==> src/mlat_pkg.sv <==
// Purpose: Shared constants for the main-loop adapt tuning link
// Assumes: Host and device share ref_clk; serial link is clock, data, enable
// Notes:   Feedback word is 24 bits, reference word 16 bits
package mlat_pkg;
  localparam int REF_W = 16;
  localparam int FB_W  = 24;
  localparam int CNT_W = 18;
  // Feedback word field positions
  localparam int FB_MODE_BIT   = 23;
  localparam int FB_WIN_BIT    = 22;
  localparam int FB_TSEL_HI    = 21;
  localparam int FB_TSEL_LO    = 19;
  localparam int FB_RATIO_BIT  = 18;
  localparam int FB_CNT_HI     = 17;
  // Timer select codes
  localparam logic [2:0] TSEL_LOW_CURRENT = 3'h1;
  localparam logic [2:0] TSEL_32_CYCLES   = 3'h5;
  localparam logic [2:0] TSEL_8_CYCLES    = 3'h2;
  localparam logic [2:0] TSEL_16_CYCLES   = 3'h3;
  localparam logic [2:0] TSEL_64_CYCLES   = 3'h6;
  localparam logic [2:0] TSEL_128_CYCLES  = 3'h7;
  // Interval lengths in reference-detector cycles
  localparam logic [7:0] TIMER_32 = 8'h20;
  localparam logic [7:0] TIMER_8  = 8'h08;
  localparam logic [7:0] TIMER_16 = 8'h10;
  localparam logic [7:0] TIMER_64 = 8'h40;
  localparam logic [7:0] TIMER_128 = 8'h80;
  localparam logic [7:0] TIMER_ZERO = 8'h00;
  localparam logic [7:0] TIMER_ONE  = 8'h01;
  // Serial clock divider: half period in ref_clk cycles
  localparam logic [3:0] SCLK_HALF = 4'h4;
  localparam logic [4:0] BITS_ZERO = 5'h00;
  typedef enum logic [1:0] {
    WORD_APPROX_REF = 2'b00,
    WORD_APPROX_FB  = 2'b01,
    WORD_EXACT_REF  = 2'b10,
    WORD_EXACT_FB   = 2'b11
  } mlat_word_t;
endpackage

==> src/mlat_if.sv <==
// Purpose: Serial link between host and synthesizer adapt control
// Assumes: All signals synchronous to ref_clk
// Notes:   Data shifts MSB first; word ends when enable falls
interface mlat_if;
  logic serClk;
  logic serData;
  logic serEnable;
  modport host (output serClk, output serData, output serEnable);
  modport dev  (input serClk, input serData, input serEnable);
endinterface

==> src/mlat_device.sv <==
// Purpose: Device end: shifts adapt words, times approximate tune, applies exact set
// Assumes: Serial inputs synchronous to ref_clk; refTick marks each detector cycle
// Notes:   A 16-bit word loads the reference holding buffer, 24-bit the feedback
// Contract
// - Host sends approx ref, approx fb, exact ref, exact fb
// - Timer code 101 gives 32 detector cycles
// - Exact word code 001 selects low-current output
// - Host sets feedback MSB when mode high
// - Lock window bit zero selects narrow window
// - Ratio bit zero selects 4:1 current ratio
// - Host uses short address-less words
// - Exact shift time falls within approximate interval
// - Exact values transfer only after timer expiry
// - Expiry switches loop to low-current output
// - Feedback write moves held reference into counter
// - Adapt applies to main loop only
module mlat_device (
  // Clock and reset
  input  wire logic                           ref_clk,
  input  wire logic                           sys_rst,
  // Serial link
  mlat_if.dev                                 link,
  // Detector cycle tick
  input  wire logic                           refTick,
  // Active main loop settings
  output logic [mlat_pkg::REF_W-1:0]          activeRefValue,
  output logic [mlat_pkg::CNT_W-1:0]          activeFbValue,
  output logic                                lowCurrentSelect,
  output logic                                narrowLockWindow,
  output logic                                ratioFourToOne,
  output logic                                approxTuneActive
);
  // Serial front end
  logic [mlat_pkg::FB_W-1:0]  shift_q;
  logic [4:0]                 bitCnt_q;
  logic                       clkPrev_q;
  logic                       enPrev_q;
  // Held and pending main-loop values
  logic [mlat_pkg::REF_W-1:0] refHold_q;
  logic [mlat_pkg::REF_W-1:0] exactRef_q;
  logic [mlat_pkg::FB_W-1:0]  exactFb_q;
  logic                       exactPend_q;
  logic [7:0]                 timer_q;
  // Word decode and timer events
  logic                       clkRise;
  logic                       wordDone;
  logic                       refWord;
  logic                       fbWord;
  logic [2:0]                 tsel;
  logic [7:0]                 interval;
  logic                       tickWhileActive;
  logic                       expire;
  logic                       loadDirect;
  logic                       holdExact;
  logic                       applyShift;
  logic                       applyPend;

  assign clkRise         = link.serClk && !clkPrev_q;
  assign wordDone        = enPrev_q && !link.serEnable;
  assign refWord         = wordDone && (bitCnt_q == 5'(mlat_pkg::REF_W));
  assign fbWord          = wordDone && (bitCnt_q == 5'(mlat_pkg::FB_W));
  assign tsel            = shift_q[mlat_pkg::FB_TSEL_HI:mlat_pkg::FB_TSEL_LO];
  assign tickWhileActive = approxTuneActive && refTick;
  assign expire          = tickWhileActive && (timer_q == mlat_pkg::TIMER_ONE);
  // Feedback word outside approximate tune is applied at once
  assign loadDirect      = fbWord && !approxTuneActive;
  // Feedback word during approximate tune is the exact word
  assign holdExact       = fbWord && approxTuneActive;
  // Exact word landing on the expiry edge goes straight through, so expiry is never lost
  assign applyShift      = loadDirect || (holdExact && expire);
  assign applyPend       = expire && !holdExact && exactPend_q;

  // Timer length from the select bits of the word just shifted
  always_comb begin
    unique case (tsel)
      mlat_pkg::TSEL_8_CYCLES:   interval = mlat_pkg::TIMER_8;
      mlat_pkg::TSEL_16_CYCLES:  interval = mlat_pkg::TIMER_16;
      mlat_pkg::TSEL_32_CYCLES:  interval = mlat_pkg::TIMER_32;
      mlat_pkg::TSEL_64_CYCLES:  interval = mlat_pkg::TIMER_64;
      mlat_pkg::TSEL_128_CYCLES: interval = mlat_pkg::TIMER_128;
      // Codes without a timer apply the word at once
      default:                   interval = mlat_pkg::TIMER_ZERO;
    endcase
  end

  // Edge history of serial clock and enable
  always_ff @(posedge ref_clk) begin
    if (sys_rst) begin
      clkPrev_q <= 1'b0;
      enPrev_q  <= 1'b0;
    end else begin
      clkPrev_q <= link.serClk;
      enPrev_q  <= link.serEnable;
    end
  end

  // Bit count, kept one edge past the enable fall for the word decode
  always_ff @(posedge ref_clk) begin
    if (sys_rst) begin
      bitCnt_q <= mlat_pkg::BITS_ZERO;
    end else if (!link.serEnable && !enPrev_q) begin
      bitCnt_q <= mlat_pkg::BITS_ZERO;
    end else if (link.serEnable && clkRise) begin
      bitCnt_q <= bitCnt_q + 5'h01;
    end
  end

  // Serial shift register, MSB first
  always_ff @(posedge ref_clk) begin
    if (sys_rst) begin
      shift_q <= '0;
    end else if (link.serEnable && clkRise) begin
      shift_q <= {shift_q[mlat_pkg::FB_W-2:0], link.serData};
    end
  end

  // Reference holding buffer
  always_ff @(posedge ref_clk) begin
    if (sys_rst) begin
      refHold_q <= '0;
    end else if (refWord) begin
      refHold_q <= shift_q[mlat_pkg::REF_W-1:0];
    end
  end

  // Adapt timer; exists for the main loop only
  always_ff @(posedge ref_clk) begin
    if (sys_rst) begin
      timer_q <= mlat_pkg::TIMER_ZERO;
    end else if (loadDirect) begin
      timer_q <= interval;
    end else if (expire) begin
      timer_q <= mlat_pkg::TIMER_ZERO;
    end else if (tickWhileActive) begin
      // Keeps counting while the exact set shifts in
      timer_q <= timer_q - 8'h01;
    end
  end

  // Approximate tune runs while the timer counts
  always_ff @(posedge ref_clk) begin
    if (sys_rst) begin
      approxTuneActive <= 1'b0;
    end else if (loadDirect) begin
      approxTuneActive <= (interval != mlat_pkg::TIMER_ZERO);
    end else if (expire) begin
      approxTuneActive <= 1'b0;
    end
  end

  // Exact set waiting for expiry
  always_ff @(posedge ref_clk) begin
    if (sys_rst) begin
      exactPend_q <= 1'b0;
    end else if (loadDirect || expire) begin
      exactPend_q <= 1'b0;
    end else if (holdExact) begin
      exactPend_q <= 1'b1;
    end
  end

  // Exact values held back from the counters
  always_ff @(posedge ref_clk) begin
    if (sys_rst) begin
      exactRef_q <= '0;
      exactFb_q  <= '0;
    end else if (holdExact) begin
      exactRef_q <= refHold_q;
      exactFb_q  <= shift_q;
    end
  end

  // Active divide values: double-buffer transfer on a feedback write outside approximate tune, or at expiry
  always_ff @(posedge ref_clk) begin
    if (sys_rst) begin
      activeRefValue <= '0;
      activeFbValue  <= '0;
    end else if (applyShift) begin
      activeRefValue <= refHold_q;
      activeFbValue  <= shift_q[mlat_pkg::FB_CNT_HI:0];
    end else if (applyPend) begin
      activeRefValue <= exactRef_q;
      activeFbValue  <= exactFb_q[mlat_pkg::FB_CNT_HI:0];
    end
  end

  // Lock window and current ratio follow the word applied
  always_ff @(posedge ref_clk) begin
    if (sys_rst) begin
      narrowLockWindow <= 1'b1;
      ratioFourToOne   <= 1'b1;
    end else if (applyShift) begin
      narrowLockWindow <= !shift_q[mlat_pkg::FB_WIN_BIT];
      ratioFourToOne   <= !shift_q[mlat_pkg::FB_RATIO_BIT];
    end else if (applyPend) begin
      narrowLockWindow <= !exactFb_q[mlat_pkg::FB_WIN_BIT];
      ratioFourToOne   <= !exactFb_q[mlat_pkg::FB_RATIO_BIT];
    end
  end

  // Detector output choice: high current during approximate tune
  always_ff @(posedge ref_clk) begin
    if (sys_rst) begin
      lowCurrentSelect <= 1'b0;
    end else if (loadDirect) begin
      lowCurrentSelect <= (tsel == mlat_pkg::TSEL_LOW_CURRENT);
    end else if (expire) begin
      lowCurrentSelect <= 1'b1;
    end
  end
endmodule // mlat_device

==> src/flat_wrapper.sv <==
// flat-port wrapper written by rule: the top's interface ports become plain ports
module mlat_device_flat 
  (ref_clk, sys_rst, refTick, activeRefValue, activeFbValue, lowCurrentSelect, narrowLockWindow, ratioFourToOne, approxTuneActive, link_serClk, link_serData, link_serEnable);
  mlat_if link_i ();
  input  wire logic ref_clk;
  input  wire logic sys_rst;
  input  wire logic refTick;
  output logic [mlat_pkg::REF_W-1:0] activeRefValue;
  output logic [mlat_pkg::CNT_W-1:0] activeFbValue;
  output logic lowCurrentSelect;
  output logic narrowLockWindow;
  output logic ratioFourToOne;
  output logic approxTuneActive;
  input wire logic [$bits(link_i.serClk)-1:0] link_serClk;
  input wire logic [$bits(link_i.serData)-1:0] link_serData;
  input wire logic [$bits(link_i.serEnable)-1:0] link_serEnable;
  assign link_i.serClk = link_serClk;
  assign link_i.serData = link_serData;
  assign link_i.serEnable = link_serEnable;
  mlat_device u_core (.ref_clk(ref_clk), .sys_rst(sys_rst), .link(link_i), .refTick(refTick), .activeRefValue(activeRefValue), .activeFbValue(activeFbValue), .lowCurrentSelect(lowCurrentSelect), .narrowLockWindow(narrowLockWindow), .ratioFourToOne(ratioFourToOne), .approxTuneActive(approxTuneActive));
endmodule
==> config.mk <==
export PLATFORM = sky130hd
export DESIGN_NAME = mlat_device_flat
export DESIGN_NICKNAME = d
export VERILOG_FILES = /design/src/mlat_pkg.sv /design/src/mlat_if.sv /design/src/mlat_device.sv /design/src/flat_wrapper.sv
export SDC_FILE = /design/constraint.sdc
export NUM_CORES = 1
export LEC_CHECK = 0
export BUFFER_PORTS_ARGS = -buffer_cell sky130_fd_sc_hd__buf_4
export CORE_MARGIN = 5
export CORE_UTILIZATION = 59
export DETAILED_ROUTE_END_ITERATION = 8
export GPL_TIMING_DRIVEN = 0
export PLACE_DENSITY = 0.83
export SETUP_SLACK_MARGIN = 0.1
export SLEW_MARGIN = 25
export SYNTH_ARGS = -nofsm -noshare
export SYNTH_HDL_FRONTEND = slang
export SYNTH_SLANG_ARGS = --single-unit
==> constraint.sdc <==
create_clock -name ref_clk -period 2.6 [get_ports ref_clk]
set_clock_uncertainty 0.15 [all_clocks]
set_input_delay 0 -clock ref_clk [delete_from_list [all_inputs] [get_ports ref_clk]]
set_output_delay 0 -clock ref_clk [all_outputs]
set_load 0.02 [all_outputs]
==> results of run 1 <==
==> cells by family (layout without fill, tap and decap cells) <==
group | after synthesis | after routing | synth area share (%)
and+or+nand+nor | 223 | 223 | 19.4
AOI/OAI and AO/OA | 171 | 171 | 18.7
DFF | 129 | 129 | 48.5
buffers and inverters | 56 | 135 | 5.15
muxes | 35 | 35 | 6.58
xor gates and xnor gates | 5 | 5 | 0.823
adders and majority gates | 4 | 4 | 0.940
==> cells in the final DEF (no fill, tap or decap), types with 5 or more instances in the layout <==
| cell | n |
|---|---|
| buf_2 | 12 |
| o31ai_1 | 34 |
| dfxtp_1 | 129 |
| inv_1 | 5 |
| clkbuf_1 | 26 |
| mux2i_1 | 35 |
| inv_6 | 5 |
| dlygate4sd3_1 | 6 |
| nand4_1 | 6 |
| a21oi_1 | 117 |
| nor2_1 | 7 |
| buf_4 | 48 |
| nor3_1 | 8 |
| nand2_1 | 162 |
| clkbuf_16 | 16 |
==> flip-flops by register name, indices dropped and copies added, names as in the netlist <==
| signal | flops |
|---|---|
| u_core.narrowLockWindow | 1 |
| u_core.activeRefValue | 16 |
| u_core.exactRef_q | 16 |
| u_core.bitCnt_q | 5 |
| u_core.approxTuneActive | 1 |
| u_core.exactFb_q | 20 |
| u_core.ratioFourToOne | 1 |
| u_core.activeFbValue | 18 |
| u_core.clkPrev_q | 1 |
| u_core.lowCurrentSelect | 1 |
| u_core.timer_q | 8 |
| u_core.refHold_q | 16 |
| u_core.exactPend_q | 1 |
| u_core.shift_q | 23 |
| u_core.enPrev_q | 1 |
==> stage by stage <==
stage / util, % / cells / hold slack, ns / worst slack (ns) / area [um^2]
finish: 73.5 / 810 / 0.108 / 0.254 / 6440
global route: 73.5 / 810 / 0.158 / 0.143 / 6440
CTS: 73.5 / 810 / 0.111 / 0.335 / 6440
detailed placement: 65.8 / 772 / 0.0967 / 0.385 / 5770
global placement: 65.8 / 772 / 0.0881 / 0.433 / 5770
floorplan: - / 623 / -0.0218 / 0.745 / 5330
==> worst max-delay path: cells and delay by family (launching register included) <==
kind | cells | cell delay (ns)
compound gates | 1 | 0.16
buf+inv | 3 | 0.81
flops | 1 | 0.37
simple gates | 2 | 0.77
==> final timing paths <==
kind         depth (start not counted)               startpoint                    to
max reg2reg                          6  u_core.approxTuneActive  u_core.exactRef_q[5]
min                                  3              link_serClk      u_core.clkPrev_q
min reg2reg                          2      u_core.exactFb_q[2]   u_core.exactFb_q[2]
max                                  6  u_core.approxTuneActive  u_core.exactRef_q[5]
==> repair_timing <==
| action | in CTS | in global routing |
|---|---|---|
| hold buffers | 6 | 0 |
| endpoints found under the hold margin | 50 | 0 |
| gates resized for setup | 0 | 0 |
| buffers inserted | 0 | 0 |
==> Yosys cell counts, drive strengths merged, types with 2 or more instances <==
cell and n:
a2111oi 2, a21oi 117, a31oi 4, and3b 2, buf 23, clkbuf 26
dfxtp 129, ha 4, inv 7, mux2i 35, nand2 162, nand2b 2
nand3 5, nand3b 4, nand4 6, nor2 7, nor2b 3, nor3 9
nor4 4, o211ai 3, o21ai 3, o31ai 34, or2 3, or3 3
or4 2, xnor2 2, xor2 3
==> area by class of cell <==
| type | instances | area share, % |
|---|---|---|
| tap | 108 | 2.10 |
| timing repair buffer | 47 | 5.71 |
| buffer | 49 | 3.85 |
| multi-input combinational | 438 | 38.3 |
| inverter | 7 | 0.408 |
| clock inverter | 15 | 3.07 |
| clock buffer | 17 | 6.43 |
| sequential | 129 | 40.1 |
==> per-layer routing <==
metal	share of wire, %	up-vias	global-route usage, %
met3	6.8	34	6.47
met1	41	2267	31.8
met4	2.6	0	9.77
met5	0	-	0
met2	49	213	42.1
li1	-	2322	-
==> power by group through the flow <==
stage | clock, mW | combinational (mW) | sequential (mW)
6_report | 2.45 | 0.102 | 1.98
5_1_grt | 2.58 | 0.111 | 1.98
4_1_cts | 2.46 | 0.100 | 1.98
3_5_place_dp | 0 | 0.0920 | 2.03
3_3_place_gp | 0 | 0.0904 | 2.03
2_1_floorplan | 0 | 0.0633 | 2.03
==> results.md, run 1 <==
* Status: finished clean
* Crit path DAT at 2.64 ns
* Seq pwr share at 43.7%
* Total GRT Usage at 25.4%
* Async set-reset flop share out of synthesis at 0%
* Worst path slowest cell: nor3_2
* Synth top area share at 48.5%
* Worst Hold Class: input pin to flop
* Core ar. at 8760 um^2
* Synth top area cells: dfxtp_1 (48%), nand2_1 (11%), a21oi_1 (11%), mux2i_1 (6.6%), o31ai_1 (4.8%)
* Slew Viols, Final at 0
* Worst path cell trace: buf_2 > inv_2 > nor3_2 > clkbuf_1 > nand2_1 > a21oi_1
* Cell count after synthesis at 623
* Setup TNS at 0 ns
* Sequential area share after synthesis at 48.5%
* Largest net degree at the start of global routing at 17
* Share of layout cells above drive strength 1 at 15.2%
* Die width at 105 um
* Internal power at 3.50 mW
* Post-layout minimum cycle time at 2.35 ns
* CP Max Fanout at 10
* Synth Cell Area at 5330 um^2
* P_leak at 2.53 nW
* Required @ worst endpoint at 2.90 ns
* Hpwl dp at 9.28 mm
* H-tree Lvls at 4
* Initial drt markers at 377
* I/O Buffers at 41
* Fmax at 426 MHz
* RSZ-0062 raised after global routing: false
* Synth cell types at 57
* Maxcap violations at 0
* Type of origin of the critical path: flop
* Relative slew margins at 51.5%
* Num ports at 44
* Power Total at 4.53 mW
* Global-route wire length before repair at 22.8 mm
* Final WL at 13.9 mm
* CP Class: flop to flop
* FF+latch count, synth at 129
* Clock network power share at 54.0%
* Routed Antenna Nets at 0
* Sw power at 1.03 mW
* DIE HEIGHT at 105 um
* Global route overflow at 0
* Switching part of the total at 22.7%
* Worst setup EP type: flop
* Number of setup violations in the final report at 0
* Vias per cell at 5.97
* Synth warn at 0
* Final Hold Viols at 0
* Syn_nets at 633
* Clock Latency Late Sink at 0.52 ns
* Via count at 4836
* Register area at 2580 um^2
* Vias in the first global route at 4662
* CTS tree: built
* Die area at 11000 um^2
* Antenna Cells at 0
* Fin nets at 699
* Slew @ Worst Pin at 0.724 ns
* CTS sink count at 129
* Row count at 34
* Reg clk slew, reported paths at 0.06 ns
* Starting density of the core at 60.8%
* Placer Congestion at 0.870
* Total power divided by cell area at 704 nW/um^2
* Primary FF master, synth: dfxtp_1
* Fill cells at 626
* Tcrit/Tclk final at 90.2%
* Average wire per standard cell at 17.1 um
* Clock buffer depth at 2
* Syn Area/Cell at 8.55 um^2
* CTS buffer count at 17
* Post-synth EDFFs at 0
* Max VDD drop at 431 uV
* Layout area overhead at 20.9%
* Multi-input gate area at 2470 um^2
* Residual DRC at 0
* First drt pass iteration count at 5
* Root buf cell: clkbuf_8
* R2R setup slack at 0.25 ns
* Synth area leader: dfxtp_1
* Worst stage delay on the critical path at 0.64 ns
* Combinational power share at 2.2%
* Initial antenna violation count at 0
Note: power is estimated with default switching activity, not from simulation.
==> run 2, diff against run 1 <==
--- a/config.mk
+++ b/config.mk
@@ -7,10 +7,10 @@
 export LEC_CHECK = 0
 export BUFFER_PORTS_ARGS = -buffer_cell sky130_fd_sc_hd__buf_4
 export CORE_MARGIN = 5
-export CORE_UTILIZATION = 59
+export CORE_UTILIZATION = 40
 export DETAILED_ROUTE_END_ITERATION = 8
 export GPL_TIMING_DRIVEN = 0
-export PLACE_DENSITY = 0.83
+export PLACE_DENSITY = 0.61
 export SETUP_SLACK_MARGIN = 0.1
 export SLEW_MARGIN = 25
 export SYNTH_ARGS = -nofsm -noshare
==> run 2 against run 1 <==
Effect of this change:
- sequential power is essentially flat
- first-iteration DRC count shrank 23%
- power shrank 3.4%
- worst hold slack gained 0.026 ns
- combinational power is essentially flat
- critical path type unchanged
- largest power group unchanged
- highest routed layer unchanged
==> results.md, run 2 (synthesis gave the netlist of run 1 again) <==
* CTS tree: built
* Layout area overhead at 21.6%
* Final cell count without fillers at 874 (+7.9%)
* Placed Cells incl. Taps at 840 (+8.8%)
* Slew Viols, Final at 0 (unchanged)
* Antenna Cells at 0 (unchanged)
* Fmax at 443 MHz (+3.8%)
* Worst Hold Class: input pin to flop
* Seq pwr share at 45.4% (+1.7 points)
* Worst setup EP type: flop
* Setup TNS at 0 ns (unchanged)
* Worst path slowest cell: clkbuf_1
* CTS buffer count at 17 (unchanged)
* R2r endpoint: u_core.exactFb_q[13]
* Most flops, register: u_core.shift_q
* Worst reg-to-reg path cell count at 8 (+2)
* Final WL at 13.9 mm (+0.50%)
* I/O Buffers at 41 (unchanged)
* Slew @ Worst Pin at 0.782 ns (+0.0582 ns)
* Total GRT Usage at 18.2% (-7.2 points)
* Switching part of the total at 20.3% (-2.5 points)
* Buf/Inv on CP at 3 (unchanged)
* Starting density of the core at 40.5% (-20 points)
* Clock Latency Late Sink at 0.41 ns (-0.11 ns)
* P_leak at 2.52 nW (-0.24%)
* Fin nets at 697 (-0.29%)
* First drt pass iteration count at 5 (unchanged)
* Internal power at 3.49 mW (-0.37%)
* Commonest non-fill, non-tap cells in the layout: nand2_1 (162), dfxtp_1 (129), a21oi_1 (117), buf_4 (48), mux2i_1 (35)
* Most common cell after layout, fill and taps aside: nand2_1
* Vias in the first global route at 4539 (-2.6%)
* DIE HEIGHT at 125 um (+19%)
* Reg clk slew, reported paths at 0.05 ns (about the same)
* CP Class: flop to flop
* Min-delay src: sys_rst
* Clock buffer depth at 2 (unchanged)
* Placer Congestion at 0.861 (-1.0%)
* Routed Antenna Nets at 0 (unchanged)
* Largest net degree at the start of global routing at 17 (unchanged)
* Clock network power share at 52.3% (-1.7 points)
* Sw power at 0.887 mW (-14%)
* Root buf cell: clkbuf_16
* Global route overflow at 0 (unchanged)
* Worst stage delay on the critical path at 0.46 ns (-0.18 ns)
* Row count at 42 (+24%)
* Final Hold Viols at 0 (unchanged)
* Combinational power share at 2.3% (about the same)
* Crit path from: u_core.bitCnt_q[0]
* Fill cells at 1280 (+100%)
* Core ar. at 13100 um^2 (+50%)
* Die area at 15700 um^2 (+43%)
* Residual DRC at 0 (unchanged)
* Status: finished clean
* Initial drt markers at 290 (-23%)
* Hpwl dp at 9.73 mm (+4.8%)
* Crit path DAT at 2.44 ns (-0.20 ns)
* Number of setup violations in the final report at 0 (unchanged)
* Total power divided by cell area at 676 nW/um^2 (-4.0%)
* Relative slew margins at 47.4% (-4.1 points)
* Worst path cell trace: inv_1 > ha_1 > and4b_1 > buf_4 > nand3_2 > clkbuf_1 > nand2_1 > a21oi_1
* Worst r2r src: u_core.bitCnt_q[0]
* Die width at 125 um (+19%)
* CP top delay family: buffers and inverters
* CTS sink count at 129 (unchanged)
* R2R setup slack at 0.34 ns (+0.09 ns)
* Maxcap violations at 0 (unchanged)
* Tcrit/Tclk final at 86.9% (-3.3 points)
* Vias per cell at 5.39 (-9.7%)
* Max VDD drop at 337 uV (-22%)
* Global-route wire length before repair at 23.1 mm (+1.4%)
* CP Max Fanout at 10 (unchanged)
* Via count at 4712 (-2.6%)
* Required @ worst endpoint at 2.78 ns (-0.12 ns)
* Post-layout minimum cycle time at 2.26 ns (-0.0858 ns)
* Hold Path Depth at 3 (unchanged)
* Initial antenna violation count at 0 (unchanged)
* H-tree Lvls at 4 (unchanged)
* Biggest regs: u_core.shift_q (23), u_core.exactFb_q (20), u_core.activeFbValue (18)
* Type of origin of the critical path: flop
* Max reg flops at 23 (unchanged)
* Share of layout cells above drive strength 1 at 14.8% (-0.49 points)
* Num ports at 44 (unchanged)
* Hold worst-path end: u_core.narrowLockWindow
* RSZ-0062 raised after global routing: false
* Average wire per standard cell at 15.9 um (-6.9%)
[run 2: layer usage]
metal,up-vias,wire length (um),track usage [%]
li1,2315,-,-
met1,2253,6620,23.4
met2,117,6390,29.1
met3,27,604,4.31
met4,0,311,8.23
met5,-,0,0
[run 2: timing repair]
action	in CTS	in global routing
hold endpoints to repair	13	0
setup endpoints to repair	0	12
buffers inserted	0	0
resized for setup	0	1
hold buffers	4	0
[run 2: worst max-delay path by stage]
stage | to | slack [ns] | depth (start not counted)
4_1_cts | u_core.exactRef_q[12] | 0.23 | 7
3_3_place_gp | u_core.exactRef_q[10] | 0.27 | 6
2_1_floorplan | u_core.ratioFourToOne | 0.75 | 8
5_1_grt | u_core.exactFb_q[18] | 0.19 | 8
6_report | u_core.exactFb_q[13] | 0.34 | 8
3_5_place_dp | u_core.exactRef_q[12] | 0.25 | 7
[run 2: worst register-to-register path, cell delays in order (launching register included)]
cell and delay [ns]:
dfxtp_1 0.38, inv_1 0.08, ha_1 0.23, and4b_1 0.21, buf_4 0.16, nand3_2 0.23
clkbuf_1 0.46, nand2_1 0.11, a21oi_1 0.17
[run 2: power groups by stage]
stage	Clock, mW	Combinational (mW)	Sequential, mW
floorplan	0	0.0633	2.03
global placement	0	0.0941	2.03
detailed placement	0	0.0954	2.03
CTS	2.32	0.101	1.98
global route	2.41	0.112	1.98
finish	2.29	0.101	1.99
[run 2: cell type report]
| cell class | instances | area [um^2] | share of cell area, % |
|---|---|---|---|
| flip-flops and latches | 129 | 2580 | 39.9 |
| clock buffers | 26 | 529 | 8.17 |
| plain buffers | 49 | 248 | 3.83 |
| clock inverters | 4 | 47.5 | 0.734 |
| multi-input cells | 438 | 2470 | 38.2 |
| inverters | 7 | 26.3 | 0.406 |
| well taps | 176 | 220 | 3.40 |
| repair buffers | 45 | 348 | 5.37 |
[run 2: per-stage QoR]
| step | hold WS (ns) | power, mW | utilization (%) | setup slack, ns | cell area (um^2) |
|---|---|---|---|---|---|
| 3_3_place_gp | 0.0896 | 2.12 | 44.6 | 0.270 | 5850 |
| 4_1_cts | 0.101 | 4.41 | 49.2 | 0.225 | 6470 |
| 6_report | 0.134 | 4.38 | 49.3 | 0.340 | 6480 |
| 3_5_place_dp | 0.101 | 2.12 | 44.6 | 0.248 | 5850 |
| 2_1_floorplan | -0.0218 | 2.09 | - | 0.745 | 5330 |
| 5_1_grt | 0.183 | 4.50 | 49.3 | 0.191 | 6480 |
==> run 3, diff against run 2 <==
--- a/config.mk
+++ b/config.mk
@@ -7,10 +7,10 @@
 export LEC_CHECK = 0
 export BUFFER_PORTS_ARGS = -buffer_cell sky130_fd_sc_hd__buf_4
 export CORE_MARGIN = 5
-export CORE_UTILIZATION = 40
+export CORE_UTILIZATION = 45
 export DETAILED_ROUTE_END_ITERATION = 8
 export GPL_TIMING_DRIVEN = 0
-export PLACE_DENSITY = 0.61
+export PLACE_DENSITY = 0.67
 export SETUP_SLACK_MARGIN = 0.1
 export SLEW_MARGIN = 25
 export SYNTH_ARGS = -nofsm -noshare
==> run 3 against run 2 <==
Effect of this change:
- utilization grew 6.8 points
- flip-flop and latch count is the same
- critical path type unchanged
- global-route usage grew 1.6 points
- via count shrank 1.7%
- largest power group unchanged
- cell count shrank 3.5%
- worst hold slack lost 0.015 ns
- critical endpoint is now u_core.exactRef_q[9]
==> results.md, run 3 (synthesis gave the netlist of run 1 again) <==
* DIE HEIGHT at 119 um (-5.3%)
* Share of layout cells above drive strength 1 at 15.3% (+0.53 points)
* Vias per cell at 5.50 (+1.9%)
* Vias in the first global route at 4496 (-0.95%)
* Initial antenna violation count at 0 (unchanged)
* Post-route cell area at 6460 um^2 (-0.31%)
* Core ar. at 11500 um^2 (-12%)
* P_leak at 2.51 nW (-0.60%)
* Biggest regs: u_core.shift_q (23), u_core.exactFb_q (20), u_core.activeFbValue (18)
* Initial drt markers at 366 (+26%)
* Crit path DAT at 2.53 ns (+0.09 ns)
* Most flops, register: u_core.shift_q
* Global-route wire length before repair at 22.4 mm (-2.8%)
* CTS buffer count at 17 (unchanged)
* Placer Congestion at 0.860 (-0.20%)
* Required @ worst endpoint at 2.79 ns (about the same)
* CP Max Fanout at 10 (unchanged)
* Die area at 14100 um^2 (-10%)
* Post-layout minimum cycle time at 2.34 ns (+0.0774 ns)
* Number of setup violations in the final report at 0 (unchanged)
* Maxcap violations at 0 (unchanged)
* Routed Antenna Nets at 0 (unchanged)
* Layout area overhead at 21.2%
* Total GRT Usage at 19.8% (+1.6 points)
* Via count at 4633 (-1.7%)
* Final Hold Viols at 0 (unchanged)
* Worst setup EP type: flop
* Row count at 39 (-7.1%)
* Fmax at 428 MHz (-3.3%)
* Placed cell areas at 5810 um^2 (-0.71%)
* Max VDD drop at 454 uV (+35%)
* Most common cell after layout, fill and taps aside: nand2_1
* Type of origin of the critical path: flop
* Tcrit/Tclk final at 89.9% (+3.0 points)
* Die width at 119 um (-5.3%)
* CTS tree: built
* Root buf cell: clkbuf_16
* Reg clk slew, reported paths at 0.06 ns (about the same)
* Num ports at 44 (unchanged)
* CTS sink count at 129 (unchanged)
* Status: finished clean
* Fin nets at 697 (unchanged)
* Total power divided by cell area at 694 nW/um^2 (+2.7%)
* Commonest non-fill, non-tap cells in the layout: nand2_1 (162), dfxtp_1 (129), a21oi_1 (117), buf_4 (48), mux2i_1 (35)
* Residual DRC at 0 (unchanged)
* Clock buffer depth at 2 (unchanged)
* Slew Viols, Final at 0 (unchanged)
* R2R setup slack at 0.26 ns (-0.08 ns)
* Worst Hold Class: input pin to flop
* Setup Buffers After CTS at 0 (unchanged)
* Slew @ Worst Pin at 0.736 ns (-0.0462 ns)
* Setup TNS at 0 ns (unchanged)
* Antenna Cells at 0 (unchanged)
* First drt pass iteration count at 5 (unchanged)
* I/O Buffers at 41 (unchanged)
* Largest net degree at the start of global routing at 17 (unchanged)
* Max reg flops at 23 (unchanged)
* H-tree Lvls at 4 (unchanged)
* Post-CTS resize count at 0 (unchanged)
* Clock Latency Late Sink at 0.42 ns (about the same)
* Average wire per standard cell at 16.1 um (+0.92%)
* Final WL at 13.6 mm (-2.7%)
* Global route overflow at 0 (unchanged)
* Starting density of the core at 46.2% (+5.7 points)
* Hpwl dp at 9.47 mm (-2.8%)
* Hold buffers post-CTS at 4 (unchanged)
* Relative slew margins at 50.7% (+3.2 points)
* RSZ-0062 raised after global routing: false
* CP Class: flop to flop
==> run 3: cell count changes in the layout (fill, tap and decap cells not counted) <==
cell / previous run / this run
clkbuf_1: 28 / 26
nor3_4: 1 / 0
clkinvlp_4: 1 / 5
nor3_2: 0 / 1
bufinv_16: 1 / 3
clkinv_4: 0 / 2
clkinv_2: 2 / 4
clkbuf_8: 7 / 1
==> run 3: worst max-delay path: stages, from the launching register on <==
cell and delay [ns]:
dfxtp_1 0.35, buf_2 0.25, inv_2 0.15, nor3_2 0.65, clkbuf_1 0.44, nand2_1 0.11, a21oi_1 0.16
==> run 3: per-stage QoR <==
stage / util [%] / setup slack (ns) / hold WS [ns] / cells / total power, mW
floorplan: - / 0.745 / -0.0218 / 623 / 2.09
global placement: 50.5 / 0.402 / 0.0880 / 807 / 2.12
detailed placement: 50.5 / 0.364 / 0.102 / 807 / 2.12
CTS: 56.1 / 0.296 / 0.0667 / 843 / 4.51
global route: 56.1 / 0.105 / 0.143 / 843 / 4.63
finish: 56.1 / 0.263 / 0.118 / 843 / 4.48
==> run 3: per-layer routing <==
layer  vias to the layer above  share of wire [%]  track usage (%)
li1                       2315                  -                -
met1                      2198                 46             25.7
met2                       107                 48             32.0
met3                        13                4.9             5.40
met4                         0                1.0             6.23
met5                         -                  0                0
==> run 3: worst paths after layout <==
check / endpoint / cells after the start / from
setup / recovery: u_core.exactRef_q[9] / 6 / u_core.approxTuneActive
hold / removal: u_core.narrowLockWindow / 3 / sys_rst
setup reg to reg: u_core.exactRef_q[9] / 6 / u_core.approxTuneActive
hold reg to reg: u_core.exactFb_q[13] / 2 / u_core.exactFb_q[13]
==> run 3: power by group <==
| part | switching [mW] | internal [mW] |
|---|---|---|
| clock | 0.873 | 1.52 |
| sequential | 0.00292 | 1.98 |
| combinational | 0.0714 | 0.0292 |
==> run 3: area by class of cell <==
type	instances	area (um^2)
Fill cell	1032	5060
Sequential cell	129	2580
Multi-Input combinational cell	438	2470
Clock buffer	18	439
Timing Repair Buffer	45	348
Buffer	49	248
Tap cell	143	179
Clock inverter	14	165
Inverter	7	26.3
